==> config.mk <==
export PLATFORM = sky130hd
export DESIGN_NAME = gated_down_counter_with_capture
export DESIGN_NICKNAME = d
export VERILOG_FILES = /design/src/hw/timer_pkg.sv /design/src/hw/edge_detect.sv /design/src/hw/gated_down_counter_with_capture.sv
export SDC_FILE = /design/constraint.sdc
export NUM_CORES = 1
export LEC_CHECK = 0
export BUFFER_PORTS_ARGS = -buffer_cell sky130_fd_sc_hd__buf_2
export CAP_MARGIN = 10
export CORE_MARGIN = 8
export CORE_UTILIZATION = 45
export CTS_BUF_LIST = sky130_fd_sc_hd__clkbuf_4
export CTS_CLUSTER_SIZE = 30
export DETAILED_ROUTE_END_ITERATION = 12
export GPL_TIMING_DRIVEN = 0
export PLACE_DENSITY_LB_ADDON = 0.3
export SYNTH_ARGS = -nofsm -noshare
export SYNTH_HDL_FRONTEND = slang
export SYNTH_SLANG_ARGS = --single-unit
export TNS_END_PERCENT = 20
==> constraint.sdc <==
create_clock -name clk -period 2.8 [get_ports clk]
set_clock_uncertainty 0.2 [all_clocks]
set_input_delay 0.14 -clock clk [delete_from_list [all_inputs] [get_ports clk]]
set_output_delay 0.14 -clock clk [all_outputs]
set_load 0.01 [all_outputs]
==> src/hw/timer_pkg.sv <==
// Constants, register map and carrier types of the gated down-counter timer.
// Assumes a single 250 MHz clock and inputs already synchronous to it.
//
// Behaviour
// Output polarity bit selects high or low active.
// Input A select: rise to A, fall to B.
// Input B select: rise to A, fall to B.
// Invert bit swaps rising and falling edges.
// Both inputs into one register: no store.
// Hardware capture registers read/write, reset zero.
// Software write beats simultaneous capture.
// Soft pulse rising edge captures count, resets zero.
// Soft pulse comes from trigger register writes.
// Counter loads in exactly four documented cases.
// Count or load only with run and clock.
// Reinit loads counter regardless of run enable.
// Edge actions take effect within three clocks.
// Gate mode counts prescaled while gate active.
// Count mode steps on each active edge.
// Trigger mode edge reloads unless count equals load.
// Toggle mode edge reloads or decrements.
// Trigger source select: software or hardware signal.
// Drivers hold each level one clock minimum.
// Gate edges spaced three clocks plus prescale.
// Event edges spaced at least two clocks.
// Output active exactly while counter is zero.
// One-shot zero stops, otherwise reload at zero.
// Eight-bit prescaler divides by start plus one.
// Reinit self-clears, clears captures and edge detectors.
// Edges found by comparing present and previous samples.
// Counter and captures share one parameter width.

package timer_pkg;

    // ************************************************************
    // Bus and widths
    // ************************************************************
    localparam int ADDR_W = 8;
    localparam int DATA_W = 32;
    localparam int CNT_W = 32;
    localparam int PRESC_W = 8;
    localparam int MODE_W = 14;

    // ************************************************************
    // Register offsets
    // ************************************************************
    localparam logic [ADDR_W-1:0] OFS_MODE = 8'h00;
    localparam logic [ADDR_W-1:0] OFS_LOAD = 8'h04;
    localparam logic [ADDR_W-1:0] OFS_PRESC = 8'h08;
    localparam logic [ADDR_W-1:0] OFS_COUNT = 8'h0C;
    localparam logic [ADDR_W-1:0] OFS_CAP_A = 8'h10;
    localparam logic [ADDR_W-1:0] OFS_CAP_B = 8'h14;
    localparam logic [ADDR_W-1:0] OFS_CAP_SOFT = 8'h18;
    localparam logic [ADDR_W-1:0] OFS_SOFT_EVENT = 8'h1C;
    localparam logic [ADDR_W-1:0] OFS_SOFT_GATE = 8'h20;

    // ************************************************************
    // Field positions and reset values
    // ************************************************************
    localparam int MODE_REINIT_BIT = 0;
    localparam int SOFT_GATE_BIT = 0;
    localparam logic [MODE_W-1:0] MODE_RST = 14'h0000;
    localparam logic [PRESC_W-1:0] PRESC_RST = 8'h00;
    localparam logic [DATA_W-1:0] WORD_RST = 32'h00000000;

    // ************************************************************
    // Carriers
    // ************************************************************
    typedef struct packed {
        logic [ADDR_W-1:0] addr;
        logic [DATA_W-1:0] wdata;
        logic wr;
        logic rd;
    } bus_req_t;

    // Mode register, bit 13 down to bit 0
    typedef struct packed {
        logic event_b_invert;
        logic event_a_invert;
        logic [1:0] event_b_edge_select;
        logic [1:0] event_a_edge_select;
        logic out_low_active;
        logic gate_effect;
        logic gate_low_active;
        logic hw_trigger_select;
        logic load_write_at_zero;
        logic one_shot;
        logic count_source;
        logic reinit;
    } mode_t;

    typedef struct packed {
        logic rise;
        logic fall;
    } edge_t;

endpackage : timer_pkg

==> src/hw/edge_detect.sv <==
// One edge detector sampling a clock-synchronous level.
// Assumes the input is already synchronous to clk.
`timescale 1ns/100ps

module edge_detect (
    // Clock and reset
    input wire logic clk,
    input wire logic rst_n,
    // Control
    input wire logic clear,
    // Level in, edges out
    input wire logic sig,
    output timer_pkg::edge_t edges
);

    typedef struct packed {
        logic prev;
    } edge_state_t;

    edge_state_t state_q;
    edge_state_t state_d;

    // Previous sample compared with present one
    always_comb begin
        state_d.prev = sig;
        edges.rise = sig & ~state_q.prev & ~clear;
        edges.fall = ~sig & state_q.prev & ~clear;
    end

    always_ff @(posedge clk) begin
        if (!rst_n) begin
            state_q <= '0;
        end else begin
            state_q <= state_d;
        end
    end

endmodule : edge_detect

==> src/hw/gated_down_counter_with_capture.sv <==
// One down-counting timer channel with prescaler, four count modes and three capture registers.
// Assumes gate and event inputs synchronous to clk; registers reached over a plain strobe port.
//
// The plain strobed port and the placing of the registers were left to the implementer.
`timescale 1ns/100ps

module gated_down_counter_with_capture #(
    parameter int WIDTH = timer_pkg::CNT_W
) (
    // Clock and reset
    input wire logic clk,
    input wire logic rst_n,
    // Register port
    input wire logic [timer_pkg::ADDR_W-1:0] addr,
    input wire logic [timer_pkg::DATA_W-1:0] wdata,
    input wire logic wr,
    input wire logic rd,
    output logic [timer_pkg::DATA_W-1:0] rdata,
    // Timer control and inputs
    input wire logic run_en,
    input wire logic gate_ext,
    input wire logic event_in_a,
    input wire logic event_in_b,
    // Timer output
    output logic zero_count_output
);

    // ************************************************************
    // State
    // ************************************************************
    typedef struct packed {
        timer_pkg::mode_t mode;
        logic [WIDTH-1:0] load;
        logic [timer_pkg::PRESC_W-1:0] divider_start_value;
        logic [timer_pkg::PRESC_W-1:0] presc;
        logic [WIDTH-1:0] count;
        logic [WIDTH-1:0] cap_a;
        logic [WIDTH-1:0] cap_b;
        logic [WIDTH-1:0] cap_soft;
        logic soft_gate;
        logic soft_event_pulse;
        logic load_pend;
        logic trig_pend;
        logic [timer_pkg::DATA_W-1:0] rdata;
    } state_t;

    state_t s_q;
    state_t s_d;

    timer_pkg::bus_req_t req;
    timer_pkg::mode_t wmode;
    timer_pkg::edge_t gate_edges;
    timer_pkg::edge_t ev_a_edges;
    timer_pkg::edge_t ev_b_edges;
    timer_pkg::edge_t soft_edges;

    logic reinit;
    logic gate_level;
    logic gate_active;
    logic gate_edge;
    logic presc_run;
    logic tick;
    logic count_is_load;
    logic count_is_zero;
    logic a_rise;
    logic a_fall;
    logic b_rise;
    logic b_fall;
    logic cap_a_ev;
    logic cap_b_ev;
    logic clash_a;
    logic clash_b;

    // ************************************************************
    // Helpers
    // ************************************************************
    function automatic logic [timer_pkg::DATA_W-1:0] widen(input logic [WIDTH-1:0] v);
        logic [timer_pkg::DATA_W-1:0] r;
        r = '0;
        r[WIDTH-1:0] = v;
        return r;
    endfunction : widen

    always_comb begin
        req.addr = addr;
        req.wdata = wdata;
        req.wr = wr;
        req.rd = rd;
        wmode = timer_pkg::mode_t'(wdata[timer_pkg::MODE_W-1:0]);
    end

    assign reinit = req.wr && (req.addr == timer_pkg::OFS_MODE) && req.wdata[timer_pkg::MODE_REINIT_BIT];

    // ************************************************************
    // Edge detectors
    // ************************************************************
    assign gate_level = s_q.mode.hw_trigger_select ? gate_ext : s_q.soft_gate;

    edge_detect u_gate_edge (
        .clk(clk),
        .rst_n(rst_n),
        .clear(reinit),
        .sig(gate_level),
        .edges(gate_edges)
    );

    edge_detect u_event_a_edge (
        .clk(clk),
        .rst_n(rst_n),
        .clear(reinit),
        .sig(event_in_a),
        .edges(ev_a_edges)
    );

    edge_detect u_event_b_edge (
        .clk(clk),
        .rst_n(rst_n),
        .clear(reinit),
        .sig(event_in_b),
        .edges(ev_b_edges)
    );

    edge_detect u_soft_edge (
        .clk(clk),
        .rst_n(rst_n),
        .clear(reinit),
        .sig(s_q.soft_event_pulse),
        .edges(soft_edges)
    );

    // ************************************************************
    // Gate, prescaler and count/load clock
    // ************************************************************
    always_comb begin
        gate_active = gate_level ^ s_q.mode.gate_low_active;
        gate_edge = s_q.mode.gate_low_active ? gate_edges.fall : gate_edges.rise;
        // Prescaler stalls without run enable or with a passive gate in gate mode
        presc_run = run_en && !s_q.mode.count_source && (s_q.mode.gate_effect || gate_active);
        if (s_q.mode.count_source) begin
            tick = run_en && gate_edge;
        end else begin
            tick = presc_run && (s_q.presc == '0);
        end
        count_is_load = (s_q.count == s_q.load);
        count_is_zero = (s_q.count == '0);
    end

    // ************************************************************
    // Capture selection
    // ************************************************************
    always_comb begin
        a_rise = s_q.mode.event_a_invert ? ev_a_edges.fall : ev_a_edges.rise;
        a_fall = s_q.mode.event_a_invert ? ev_a_edges.rise : ev_a_edges.fall;
        b_rise = s_q.mode.event_b_invert ? ev_b_edges.fall : ev_b_edges.rise;
        b_fall = s_q.mode.event_b_invert ? ev_b_edges.rise : ev_b_edges.fall;
        // Both inputs aimed at one register is forbidden
        clash_a = s_q.mode.event_a_edge_select[0] && s_q.mode.event_b_edge_select[0];
        clash_b = s_q.mode.event_a_edge_select[1] && s_q.mode.event_b_edge_select[1];
        cap_a_ev = !clash_a && ((s_q.mode.event_a_edge_select[0] && a_rise) ||
                                (s_q.mode.event_b_edge_select[0] && b_rise)); // see R2
        cap_b_ev = !clash_b && ((s_q.mode.event_a_edge_select[1] && a_fall) ||
                                (s_q.mode.event_b_edge_select[1] && b_fall)); // see R2
    end

    // ************************************************************
    // Next state
    // ************************************************************
    always_comb begin
        s_d = s_q;
        s_d.soft_event_pulse = 1'b0;
        s_d.rdata = timer_pkg::WORD_RST;

        // Prescaler
        if (presc_run) begin
            if (s_q.presc == '0) begin
                s_d.presc = s_q.divider_start_value;
            end else begin
                s_d.presc = s_q.presc - 1'b1;
            end
        end

        // Counter on the count/load clock
        if (tick) begin
            if (s_q.mode.count_source && s_q.mode.gate_effect) begin
                if (!count_is_load) begin
                    s_d.count = s_q.load;
                end else if (!count_is_zero) begin
                    s_d.count = s_q.count - 1'b1;
                end
                s_d.load_pend = 1'b0;
            end else if (s_q.trig_pend && !count_is_load) begin
                s_d.count = s_q.load; // see R16
                s_d.trig_pend = 1'b0;
                s_d.load_pend = 1'b0;
            end else if (s_q.load_pend) begin
                s_d.count = s_q.load;
                s_d.load_pend = 1'b0;
                s_d.trig_pend = 1'b0;
            end else if (count_is_zero) begin
                if (!s_q.mode.one_shot) begin
                    s_d.count = s_q.load; // see R23
                end
                s_d.trig_pend = 1'b0;
            end else begin
                s_d.count = s_q.count - 1'b1;
                s_d.trig_pend = 1'b0;
            end
        end

        // Trigger request set after the tick, so a same-cycle tick cannot drop it
        if (!s_q.mode.count_source && s_q.mode.gate_effect && gate_edge) begin
            s_d.trig_pend = 1'b1;
        end

        // Captures, overridden below by software writes
        if (cap_a_ev) begin
            s_d.cap_a = s_q.count;
        end
        if (cap_b_ev) begin
            s_d.cap_b = s_q.count;
        end
        if (soft_edges.rise) begin
            s_d.cap_soft = s_q.count; // see R8
        end

        // Register writes
        if (req.wr) begin
            case (req.addr)
                timer_pkg::OFS_MODE: begin
                    s_d.mode = wmode;
                    s_d.mode.reinit = 1'b0;
                end
                timer_pkg::OFS_LOAD: begin
                    s_d.load = req.wdata[WIDTH-1:0];
                    if (run_en && !s_q.mode.load_write_at_zero) begin
                        s_d.load_pend = 1'b1;
                    end
                end
                timer_pkg::OFS_PRESC: begin
                    s_d.divider_start_value = req.wdata[timer_pkg::PRESC_W-1:0];
                end
                timer_pkg::OFS_CAP_A: begin
                    s_d.cap_a = req.wdata[WIDTH-1:0]; // see R6
                end
                timer_pkg::OFS_CAP_B: begin
                    s_d.cap_b = req.wdata[WIDTH-1:0]; // see R6
                end
                timer_pkg::OFS_CAP_SOFT: begin
                    s_d.cap_soft = req.wdata[WIDTH-1:0];
                end
                timer_pkg::OFS_SOFT_EVENT: begin
                    s_d.soft_event_pulse = 1'b1;
                end
                timer_pkg::OFS_SOFT_GATE: begin
                    s_d.soft_gate = req.wdata[timer_pkg::SOFT_GATE_BIT];
                end
                default: begin
                end
            endcase
        end

        // Reinit: restart counter and prescaler, clear captures
        if (reinit) begin
            s_d.count = s_q.load; // see R12
            s_d.presc = s_q.divider_start_value;
            s_d.cap_a = '0;
            s_d.cap_b = '0;
            s_d.cap_soft = '0;
            s_d.load_pend = 1'b0;
            s_d.trig_pend = 1'b0;
        end

        // Register reads, data in the following cycle
        if (req.rd) begin
            case (req.addr)
                timer_pkg::OFS_MODE: begin
                    s_d.rdata = {{(timer_pkg::DATA_W-timer_pkg::MODE_W){1'b0}}, s_q.mode};
                end
                timer_pkg::OFS_LOAD: begin
                    s_d.rdata = widen(s_q.load);
                end
                timer_pkg::OFS_PRESC: begin
                    s_d.rdata = {{(timer_pkg::DATA_W-timer_pkg::PRESC_W){1'b0}}, s_q.divider_start_value};
                end
                timer_pkg::OFS_COUNT: begin
                    s_d.rdata = widen(s_q.count);
                end
                timer_pkg::OFS_CAP_A: begin
                    s_d.rdata = widen(s_q.cap_a);
                end
                timer_pkg::OFS_CAP_B: begin
                    s_d.rdata = widen(s_q.cap_b);
                end
                timer_pkg::OFS_CAP_SOFT: begin
                    s_d.rdata = widen(s_q.cap_soft);
                end
                timer_pkg::OFS_SOFT_GATE: begin
                    s_d.rdata = {{(timer_pkg::DATA_W-1){1'b0}}, s_q.soft_gate};
                end
                default: begin
                    s_d.rdata = timer_pkg::WORD_RST;
                end
            endcase
        end
    end

    // ************************************************************
    // Registers
    // ************************************************************
    always_ff @(posedge clk) begin
        if (!rst_n) begin
            s_q.mode <= timer_pkg::mode_t'(timer_pkg::MODE_RST);
            s_q.load <= '0;
            s_q.divider_start_value <= timer_pkg::PRESC_RST;
            s_q.presc <= timer_pkg::PRESC_RST;
            s_q.count <= '0;
            s_q.cap_a <= '0;
            s_q.cap_b <= '0;
            s_q.cap_soft <= '0;
            s_q.soft_gate <= 1'b0;
            s_q.soft_event_pulse <= 1'b0;
            s_q.load_pend <= 1'b0;
            s_q.trig_pend <= 1'b0;
            s_q.rdata <= timer_pkg::WORD_RST;
        end else begin
            s_q <= s_d;
        end
    end

    // ************************************************************
    // Outputs
    // ************************************************************
    assign rdata = s_q.rdata;
    assign zero_count_output = (s_q.count == '0) ^ s_q.mode.out_low_active; // see R22

endmodule : gated_down_counter_with_capture

Word-level counts from Yosys, hierarchy flattened
Cells that the tools add are included.
{ "classes": {"addsub": 2, "n_eq_ne": 12, "mux": 33, "bitwise_logic": 25, "n_reduce_logical": 42} }
{ "op_table": {"columns": ["op", "count"], "rows": [
  ["32-bit 2-to-1 mux", 14],
  ["32-bit case mux with 8 select lines", 1],
  ["136-bit 2-to-1 mux", 1],
  ["99-bit 2-to-1 mux", 1],
  ["32-bit equality test", 1],
  ["8-bit by 5-bit equality test with 1-bit output (second input constant)", 4],
  ["32-bit zero test", 1],
  ["32-bit by 1-bit subtractor with 32-bit output (second input constant)", 1],
  ["1-bit logical AND", 19],
  ["8-bit by 4-bit equality test with 1-bit output (second input constant)", 2],
  ["8-bit zero test", 2],
  ["8-bit 2-to-1 mux", 2],
  ["1-bit AND", 14],
  ["2-bit AND reduction", 7],
  ["1-bit 2-to-1 mux", 13],
  ["1-bit NOT", 9],
  ["8-bit by 3-bit equality test with 1-bit output (second input constant)", 1],
  ["8-bit by 6-bit equality test with 1-bit output (second input constant)", 1],
  ["8-bit by 1-bit subtractor with 8-bit output (second input constant)", 1],
  ["6-bit by 3-bit != test with 1-bit output (second input constant)", 1],
  ["2-bit nonzero test", 3],
  ["1-bit zero test", 5],
  ["4-bit by 3-bit != test with 1-bit output (second input constant)", 1],
  ["1-bit logical OR", 3],
  ["other kinds (5)", 6]
]} }
{ "totals": {"reg_bits": 229, "input_bits": 48} }

Longest topological paths before layout
Gate-level depths: netlist of the first run.
{ "logic_depth": {"ltp_word": 13, "depth_mapped": 12, "depth_no_buf": 8} }

Cells and area by module
From an unflattened synthesis of the first run, not the netlist that was laid out.
{ "unflattened": {"hier_cells": 1357, "area_unflattened_um2": 11531.1} }
{ "by_module_without_submodules": {"columns": ["mod", "instances", "cells_per_inst", "area_each_um2", "seq_area_each_um2"], "rows": [
  ["gated_down_counter_with_capture", 1, 1341, 11320.9, 4504.3],
  ["edge_detect", 4, 4, 52.6, 20.0]
]} }

Worst setup path before layout of the first run
Ideal clock, no wire load.
{ "synth_path": {"kind": "register to register", "from": "register s_q[153] in the netlist's numbering", "to": "register s_q[148] in the netlist's numbering", "setup_ns": 0.123, "arrival_ns": 2.619, "required_ns": 2.477, "setup_slack_ns": -0.142, "path_stages_with_launch": 11, "path_buffers": 3, "path_cell_list": "dfxtp_1 > buf_2 > or4_4 > nor4_4 > nand2b_2 > or3_4 > o41ai_4 > or2_1 > buf_2 > buf_4 > o22ai_1"} }
{ "synth_between": {"elab_chain_len": 7, "elab_cells_between_ends": 14, "cone_classes": "eq/ne (3); mux (7); reduce/logical (4)"} }
{ "synth_lines": {"columns": ["element", "line_no", "text"], "rows": [
  ["from (decl)", "gated_down_counter_with_capture.sv:47", "state_t s_q;"],
  ["32-bit zero test or 32-bit equality test (tied branches)", "gated_down_counter_with_capture.sv:145, gated_down_counter_with_capture.sv:144", null],
  ["32-bit 2-to-1 mux or 1-bit zero test (tied branches)", "gated_down_counter_with_capture.sv:199, gated_down_counter_with_capture.sv:191", null],
  ["32-bit 2-to-1 mux or 1-bit logical AND (tied branches)", "gated_down_counter_with_capture.sv:195, gated_down_counter_with_capture.sv:191", null],
  ["32-bit 2-to-1 mux", "gated_down_counter_with_capture.sv:191", "end else if (s_q.trig_pend && !count_is_load) begin"],
  ["32-bit 2-to-1 mux", "gated_down_counter_with_capture.sv:184", "if (s_q.mode.count_source && s_q.mode.gate_effect) begin"],
  ["32-bit 2-to-1 mux", "gated_down_counter_with_capture.sv:183", "if (tick) begin"],
  ["136-bit 2-to-1 mux", "gated_down_counter_with_capture.sv:263", "if (reinit) begin"]
]} }
Parallel ways exist; a longest one is shown, timed or not. The select of a mux whose other input is x is not followed.
A chain may end at the register's enable or synchronous reset.

Worst setup path after layout of the first run
{ "layout_path": {"from": "register s_q[153] in the netlist's numbering", "to": "output zero_count_output"} }
{ "layout_between": {"elab_chain_len": 2} }
{ "layout_lines": {"columns": ["element", "line_no", "text"], "rows": [
  ["32-bit zero test", "gated_down_counter_with_capture.sv:334", "assign zero_count_output = (s_q.count == '0) ^ s_q.mode.out_low_active;"],
  ["1-bit bitwise XOR", "gated_down_counter_with_capture.sv:334", null],
  ["to (decl)", "gated_down_counter_with_capture.sv:25", "output logic zero_count_output"]
]} }
Every way passes these cells.

==> results of run 1 <==
==> routing by layer <==
| layer | track usage, % | vias to the layer above | share of wire (%) |
|---|---|---|---|
| met5 | 0 | - | 0 |
| met4 | 13.9 | 0 | 4.5 |
| met3 | 6.47 | 142 | 12 |
| met2 | 41.5 | 818 | 42 |
| met1 | 37.8 | 5761 | 41 |
| li1 | - | 5448 | - |
==> stage by stage <==
stage,setup WS [ps],total power [W],instances,hold WS (ps)
final,-275,0.00668,1972,46.8
after global routing,-352,0.00687,1971,41.8
after global placement,-1300,0.00364,1807,193
after floorplan,-7.81,0.00349,1398,61.7
after detailed placement,-1310,0.00364,1807,202
after CTS,-246,0.00668,1968,19.7
==> worst paths after layout <==
check	cells past startpoint	endpoint	slack (ps)
worst max register to register	11	s_q[143]	-250
worst min register to register	1	u_soft_edge.state_q	270
worst min-delay path	4	s_q[199]	50
worst max-delay path	6	zero_count_output	-280
==> synth_stat cells, types with 11 or more instances <==
library cell,instances,area share [%]
a211oi_1,98,6.4
a21oi_1,111,4.8
a221oi_1,15,1.1
a222oi_1,15,1.3
a22oi_1,63,4.1
a31oi_1,28,1.5
buf_2,14,0.61
buf_4,33,2.1
clkbuf_1,109,3.5
dfxtp_1,229,40
inv_1,27,0.88
mux2_2,15,1.5
mux2i_1,97,8.4
nand2_1,139,4.5
nand3_1,35,1.5
nand4_1,14,0.76
nor2_1,181,5.9
nor3_1,16,0.69
nor4_1,11,0.59
o21a_1,17,1.1
o22ai_1,15,0.81
xnor2_1,33,2.5
==> where the power goes <==
part / leakage, nW / internal [W] / total [W] / switching [W]
combinational: 2.76 / 0.000152 / 0.000395 / 0.000243
sequential: 1.86 / 0.00326 / 0.00326 / 0.00000676
clock: 0.475 / 0.00159 / 0.00302 / 0.00144
total: 5.10 / 0.00500 / 0.00668 / 0.00169
==> layout make-up <==
class / instances / share of cell area (%)
buffer: 139 / 5.41
multi-input combinational: 976 / 44.7
tap: 330 / 2.88
clock inverter: 8 / 0.209
inverter: 28 / 0.750
sequential: 229 / 32.3
clock buffer: 100 / 5.23
timing repair buffer: 160 / 8.45
antenna: 2 / 0.0349
==> timing repair <==
item	CTS	global route
pin swaps	30	6
endpoints found under the hold margin	165	0
resized for setup	117	14
setup buffers	25	2
cloned	2	1
hold buffers	51	0
endpoints found under the setup margin	97	44
==> kinds of logic after synthesis <==
kind of cell	count (synthesis)	share of synthesized area [%]
buffers and inverters	193	7.61
multiplexers	112	9.85
adder cells (fa/ha/maj)	4	0.433
XOR/XNOR	33	2.50
AO/OA/AOI/OAI	385	22.9
flip-flops	229	39.6
AND/OR/NAND/NOR	442	17.1
==> sequential cells by signal (all words and copies together) (netlist names) <==
signal	cells
u_gate_edge.state_q	1
rdata	32
u_event_a_edge.state_q	1
u_event_b_edge.state_q	1
s_q	193
u_soft_edge.state_q	1
==> tightest hold or removal path, cell delays in order <==
cell           delay (ps)
dlygate4sd3_1         530
buf_2                 150
nand2_1                50
a21oi_1                50
==> flow_metrics.env, run 1 <==
export IMPL_io_buffers=79
export IMPL_htree_levels=2
export IMPL_synth_edf_count=0
export IMPL_synth_cell_types=59
export IMPL_syn_nets=1450
export IMPL_detail_route_antenna_nets=0
export IMPL_grt_max_degree=16
export IMPL_hold_viol_final=0
export IMPL_initial_core_util_pct=45.9
export IMPL_final_common_cell="dfxtp_1"
export IMPL_startpoint="s_q[153]"
export IMPL_final_core_util_pct=57.0
export IMPL_setup_viol=38
export IMPL_max_slew_margin_pct=23.9
export IMPL_cpPeakStageDelay_ps=560
export IMPL_place_hpwl_um=30500
export IMPL_synth_ff_type="dfxtp_1"
export IMPL_crit_family="simple AND/OR/NAND/NOR gates"
export IMPL_cts_tree="done"
export IMPL_endpoint_kind="primary output"
export IMPL_leakagePower_nw=5.10
export IMPL_netlist_area_mm2=0.0116
export IMPL_insertion_delay_ps=730
export IMPL_first_pass_iters=8
export IMPL_ys_seq_area_share_pct=39.6
export IMPL_drive_gt1_share_pct=22.6
export IMPL_ir_drop_v=0.000247
export IMPL_wl_um=45200
export IMPL_antenna_found_initial=1
export IMPL_postSynthCellCount=1398
export IMPL_cts_buffer_depth=3
export IMPL_viasPerCell=6.17
export IMPL_critical_path_class="flop to primary output"
export IMPL_dieHeight_um=176
export IMPL_rows=58
export IMPL_root_buffer="clkbuf_4"
export IMPL_vias=12200
export IMPL_grt_pass1_vias=11600
export IMPL_final_area_mm2=0.0143
export IMPL_nets=1647
export IMPL_die_x_um=176
export IMPL_worstPathCellList="or4_4, nor4_4, nand2b_4, or3_4, xnor2_2, buf_2"
export IMPL_rsz0062_at_grt="true"
export IMPL_outcome="complete, but fails checks"
export IMPL_period_needed_ps=3080
export IMPL_regArea_mm2=0.00463
export IMPL_reg2reg_from="s_q[153]"
export IMPL_place_congestion=0.979
export IMPL_max_slew_worst_pin_slew_ps=1140
export IMPL_track_usage_pct=28.0
export IMPL_syn_area_per_cell_um2=8.28
export IMPL_drt_iter0_drc=1636
export IMPL_dieArea_mm2=0.0311
export IMPL_clk_pin_slew_ps=70
export IMPL_crit_arrival_ps=2740
export IMPL_grt_ovfl_total=0
export IMPL_violations="setup timing"
export IMPL_crit_fanout=2
export IMPL_io_pins=81
export IMPL_cpMaxStageDelayCell="or4_4"
export IMPL_hp_start="wdata[19]"
export IMPL_path_buf_inv=1
export IMPL_wl_per_cell_um=22.9
export IMPL_cts_sinks=229
export IMPL_slew_viol_final=0
export IMPL_grt_pass1_wl_um=68000
export IMPL_n_fill_cell=2302
export IMPL_area_growth_pct=24.0
export IMPL_core_mm2=0.0252
export IMPL_timing_final_ws_setup_ps=-275
export IMPL_powerDensity_mw_per_mm2=466
export IMPL_drv_cap=0
export IMPL_period_share_pct=110
export IMPL_fmax_ghz=0.325
export IMPL_final_cell_mix="dfxtp_1 (207), nor2_1 (176), nand2_1 (139), a21oi_1 (107), clkbuf_4 (104)"
export IMPL_critPathLaunchType="flop"
export IMPL_hp_class="input port to flop"
export IMPL_dpl_cell_area_mm2=0.0124
export IMPL_multiInputGateArea_mm2=0.00642
export IMPL_ys_seq_elements=229
export IMPL_ys_async_sr_fraction_pct=0
export IMPL_fin_tns_setup_ps=-6860
export IMPL_drc=0
export IMPL_yosys_warnings=0
export IMPL_cts_buffers=61
export IMPL_cp_required_ps=2460
(Power assumes the default switching activity.)
==> run 2, diff against run 1 <==
Settings changed: BUFFER_PORTS_ARGS -buffer_cell sky130_fd_sc_hd__buf_2 to unset, CORE_ASPECT_RATIO set to 2, DONT_BUFFER_PORTS set to 1, REMOVE_ABC_BUFFERS set to 1.
==> run 2 against run 1 <==
The flow finishes with violations (hold timing, setup timing). First-iteration DRC count fell by 17%. Largest power group unchanged. Register-to-register slack improved by 30 ps. Worst setup slack improved by 32 ps. Sequential share of layout area fell by 0.21 points.
==> flow_metrics.env, run 2 (same netlist as run 1, synthesis figures left out) <==
export IMPL_nets=1523
export IMPL_die_x_um=129
export IMPL_pwr_share_clk_pct=42.2
export IMPL_first_pass_iters=9
export IMPL_hp_class="input port to flop"
export IMPL_viasPerCell=6.30
export IMPL_crit_fanout=3
export IMPL_htree_levels=2
export IMPL_regMostFlops="s_q"
export IMPL_hold_slack_ps=-22.6
export IMPL_r2r_slack_ps=-220
export IMPL_clk_pin_slew_ps=70
export IMPL_grt_max_degree=65
export IMPL_hold_viol_final=1
export IMPL_max_slew_margin_pct=27.4
export IMPL_wl_per_cell_um=22.3
export IMPL_rows=83
export IMPL_io_pins=81
export IMPL_dieArea_mm2=0.0314
export IMPL_violations="hold timing, setup timing"
export IMPL_dieHeight_um=243
export IMPL_top_regs="s_q: 193 flops, rdata: 32 flops"
export IMPL_critPathLaunchType="flop"
export IMPL_cp_required_ps=2460
export IMPL_insertion_delay_ps=730
export IMPL_cts_buffer_depth=3
export IMPL_initial_core_util_pct=45.5
export IMPL_wl_um=41300
export IMPL_largest_reg_flops=193
export IMPL_io_buffers=0
export IMPL_p_seq_share_pct=51.7
export IMPL_drive_gt1_share_pct=17.4
export IMPL_detail_route_antenna_nets=0
export IMPL_ir_drop_v=0.000381
export IMPL_grt_pass1_wl_um=62200
export IMPL_grt_ovfl_total=0
export IMPL_critical_path_class="flop to primary output"
export IMPL_cts_sinks=229
export IMPL_final_common_cell="dfxtp_1"
export IMPL_intPower_w=0.00471
export IMPL_grt_pass1_vias=11400
export IMPL_timing_final_ws_setup_ps=-243
export IMPL_drt_iter0_drc=1354
export IMPL_core_mm2=0.0254
export IMPL_root_buffer="clkbuf_4"
export IMPL_area_growth_pct=24.7
export IMPL_slew_viol_final=0
export IMPL_leakagePower_nw=4.92
export IMPL_drv_cap=0
export IMPL_fmax_ghz=0.329
export IMPL_place_congestion=0.823
export IMPL_endpoint_kind="primary output"
export IMPL_antenna_found_initial=1
export IMPL_track_usage_pct=25.0
export IMPL_period_share_pct=109
export IMPL_fin_tns_setup_ps=-4850
export IMPL_place_hpwl_um=24200
export IMPL_powerDensity_mw_per_mm2=437
export IMPL_comb_power_share_pct=6.1
export IMPL_cts_tree="done"
export IMPL_setup_viol=33
export IMPL_final_core_util_pct=56.7
export IMPL_max_slew_worst_pin_slew_ps=1090
export IMPL_final_cell_mix="dfxtp_1 (205), nor2_1 (171), nand2_1 (137), a21oi_1 (110), dlygate4sd3_1 (99)"
export IMPL_period_needed_ps=3040
export IMPL_drc=0
export IMPL_rsz0062_at_grt="true"
export IMPL_cts_buffers=54
export IMPL_vias=11700
export IMPL_p_switching_w=0.00161
export IMPL_crit_arrival_ps=2700
export IMPL_switching_share_pct=25.4
export IMPL_outcome="complete, but fails checks"
-- run 2: cell types whose count changed in the layout (fill, tap and decap cells not counted), moves of 13 or more --
cell,delta
dlygate4sd3_1,+48
clkbuf_1,-78
clkbuf_4,-26
buf_4,-20
buf_2,-81
clkinv_1,+13
-- run 2: final cells by class --
| cell class | count | area [µm²] |
|---|---|---|
| Clock inverter | 22 | 82.6 |
| Multi-Input combinational cell | 978 | 6470 |
| Timing Repair Buffer | 180 | 2130 |
| Antenna cell | 2 | 5.00 |
| Sequential cell | 229 | 4630 |
| Clock buffer | 78 | 586 |
| Fill cell | 2193 | 11000 |
| Inverter | 28 | 106 |
| Tap cell | 340 | 425 |
-- run 2: repair_timing --
item,in CTS,in global routing
setup buffers,16,30
endpoints found under the hold margin,229,63
pin swaps,20,23
cloned,4,3
hold buffers,94,9
endpoints found under the setup margin,34,138
gates resized for setup,28,61
-- run 2: final timing paths --
check,cells past startpoint,to,from
max reg2reg,10,s_q[134],s_q[153]
min,4,rdata[4],addr[6]
max,6,zero_count_output,s_q[153]
min reg2reg,2,rdata[24],s_q[92]
-- run 2: critical path: stages (launching register included) --
cell      delay, ps
dfxtp_4         350
or4_4           570
nor4_4          150
buf_4           180
nand2b_4         70
or3_4           440
xnor2_4         220
-- run 2: power groups by stage --
stage / combinational [W] / clock [W] / sequential [W]
final: 0.000383 / 0.00267 / 0.00326
after global routing: 0.000401 / 0.00287 / 0.00326
after CTS: 0.000332 / 0.00270 / 0.00327
after detailed placement: 0.000195 / 0 / 0.00334
after global placement: 0.000179 / 0 / 0.00334
after floorplan: 0.000134 / 0 / 0.00334
-- run 2: stage by stage --
| stage | instances | cell area, µm² | setup WS, ps | power (W) |
|---|---|---|---|---|
| floorplan | 1233 | 10800 | -3950 | 0.00348 |
| global placement | 1573 | 11200 | -6370 | 0.00352 |
| detailed placement | 1599 | 11800 | -1440 | 0.00354 |
| CTS | 1813 | 13800 | -326 | 0.00629 |
| global route | 1856 | 14400 | -314 | 0.00653 |
| finish | 1857 | 14400 | -243 | 0.00631 |
-- run 2: per-layer routing --
metal | vias to the layer above | part of all wire, % | track usage, % | wire [µm]
met5 | - | 0 | 0 | 0
met4 | 0 | 4.9 | 14.6 | 2020
met3 | 159 | 10 | 6.02 | 4230
met2 | 716 | 48 | 40.5 | 20000
met1 | 5610 | 36 | 29.1 | 15100
li1 | 5220 | - | - | -
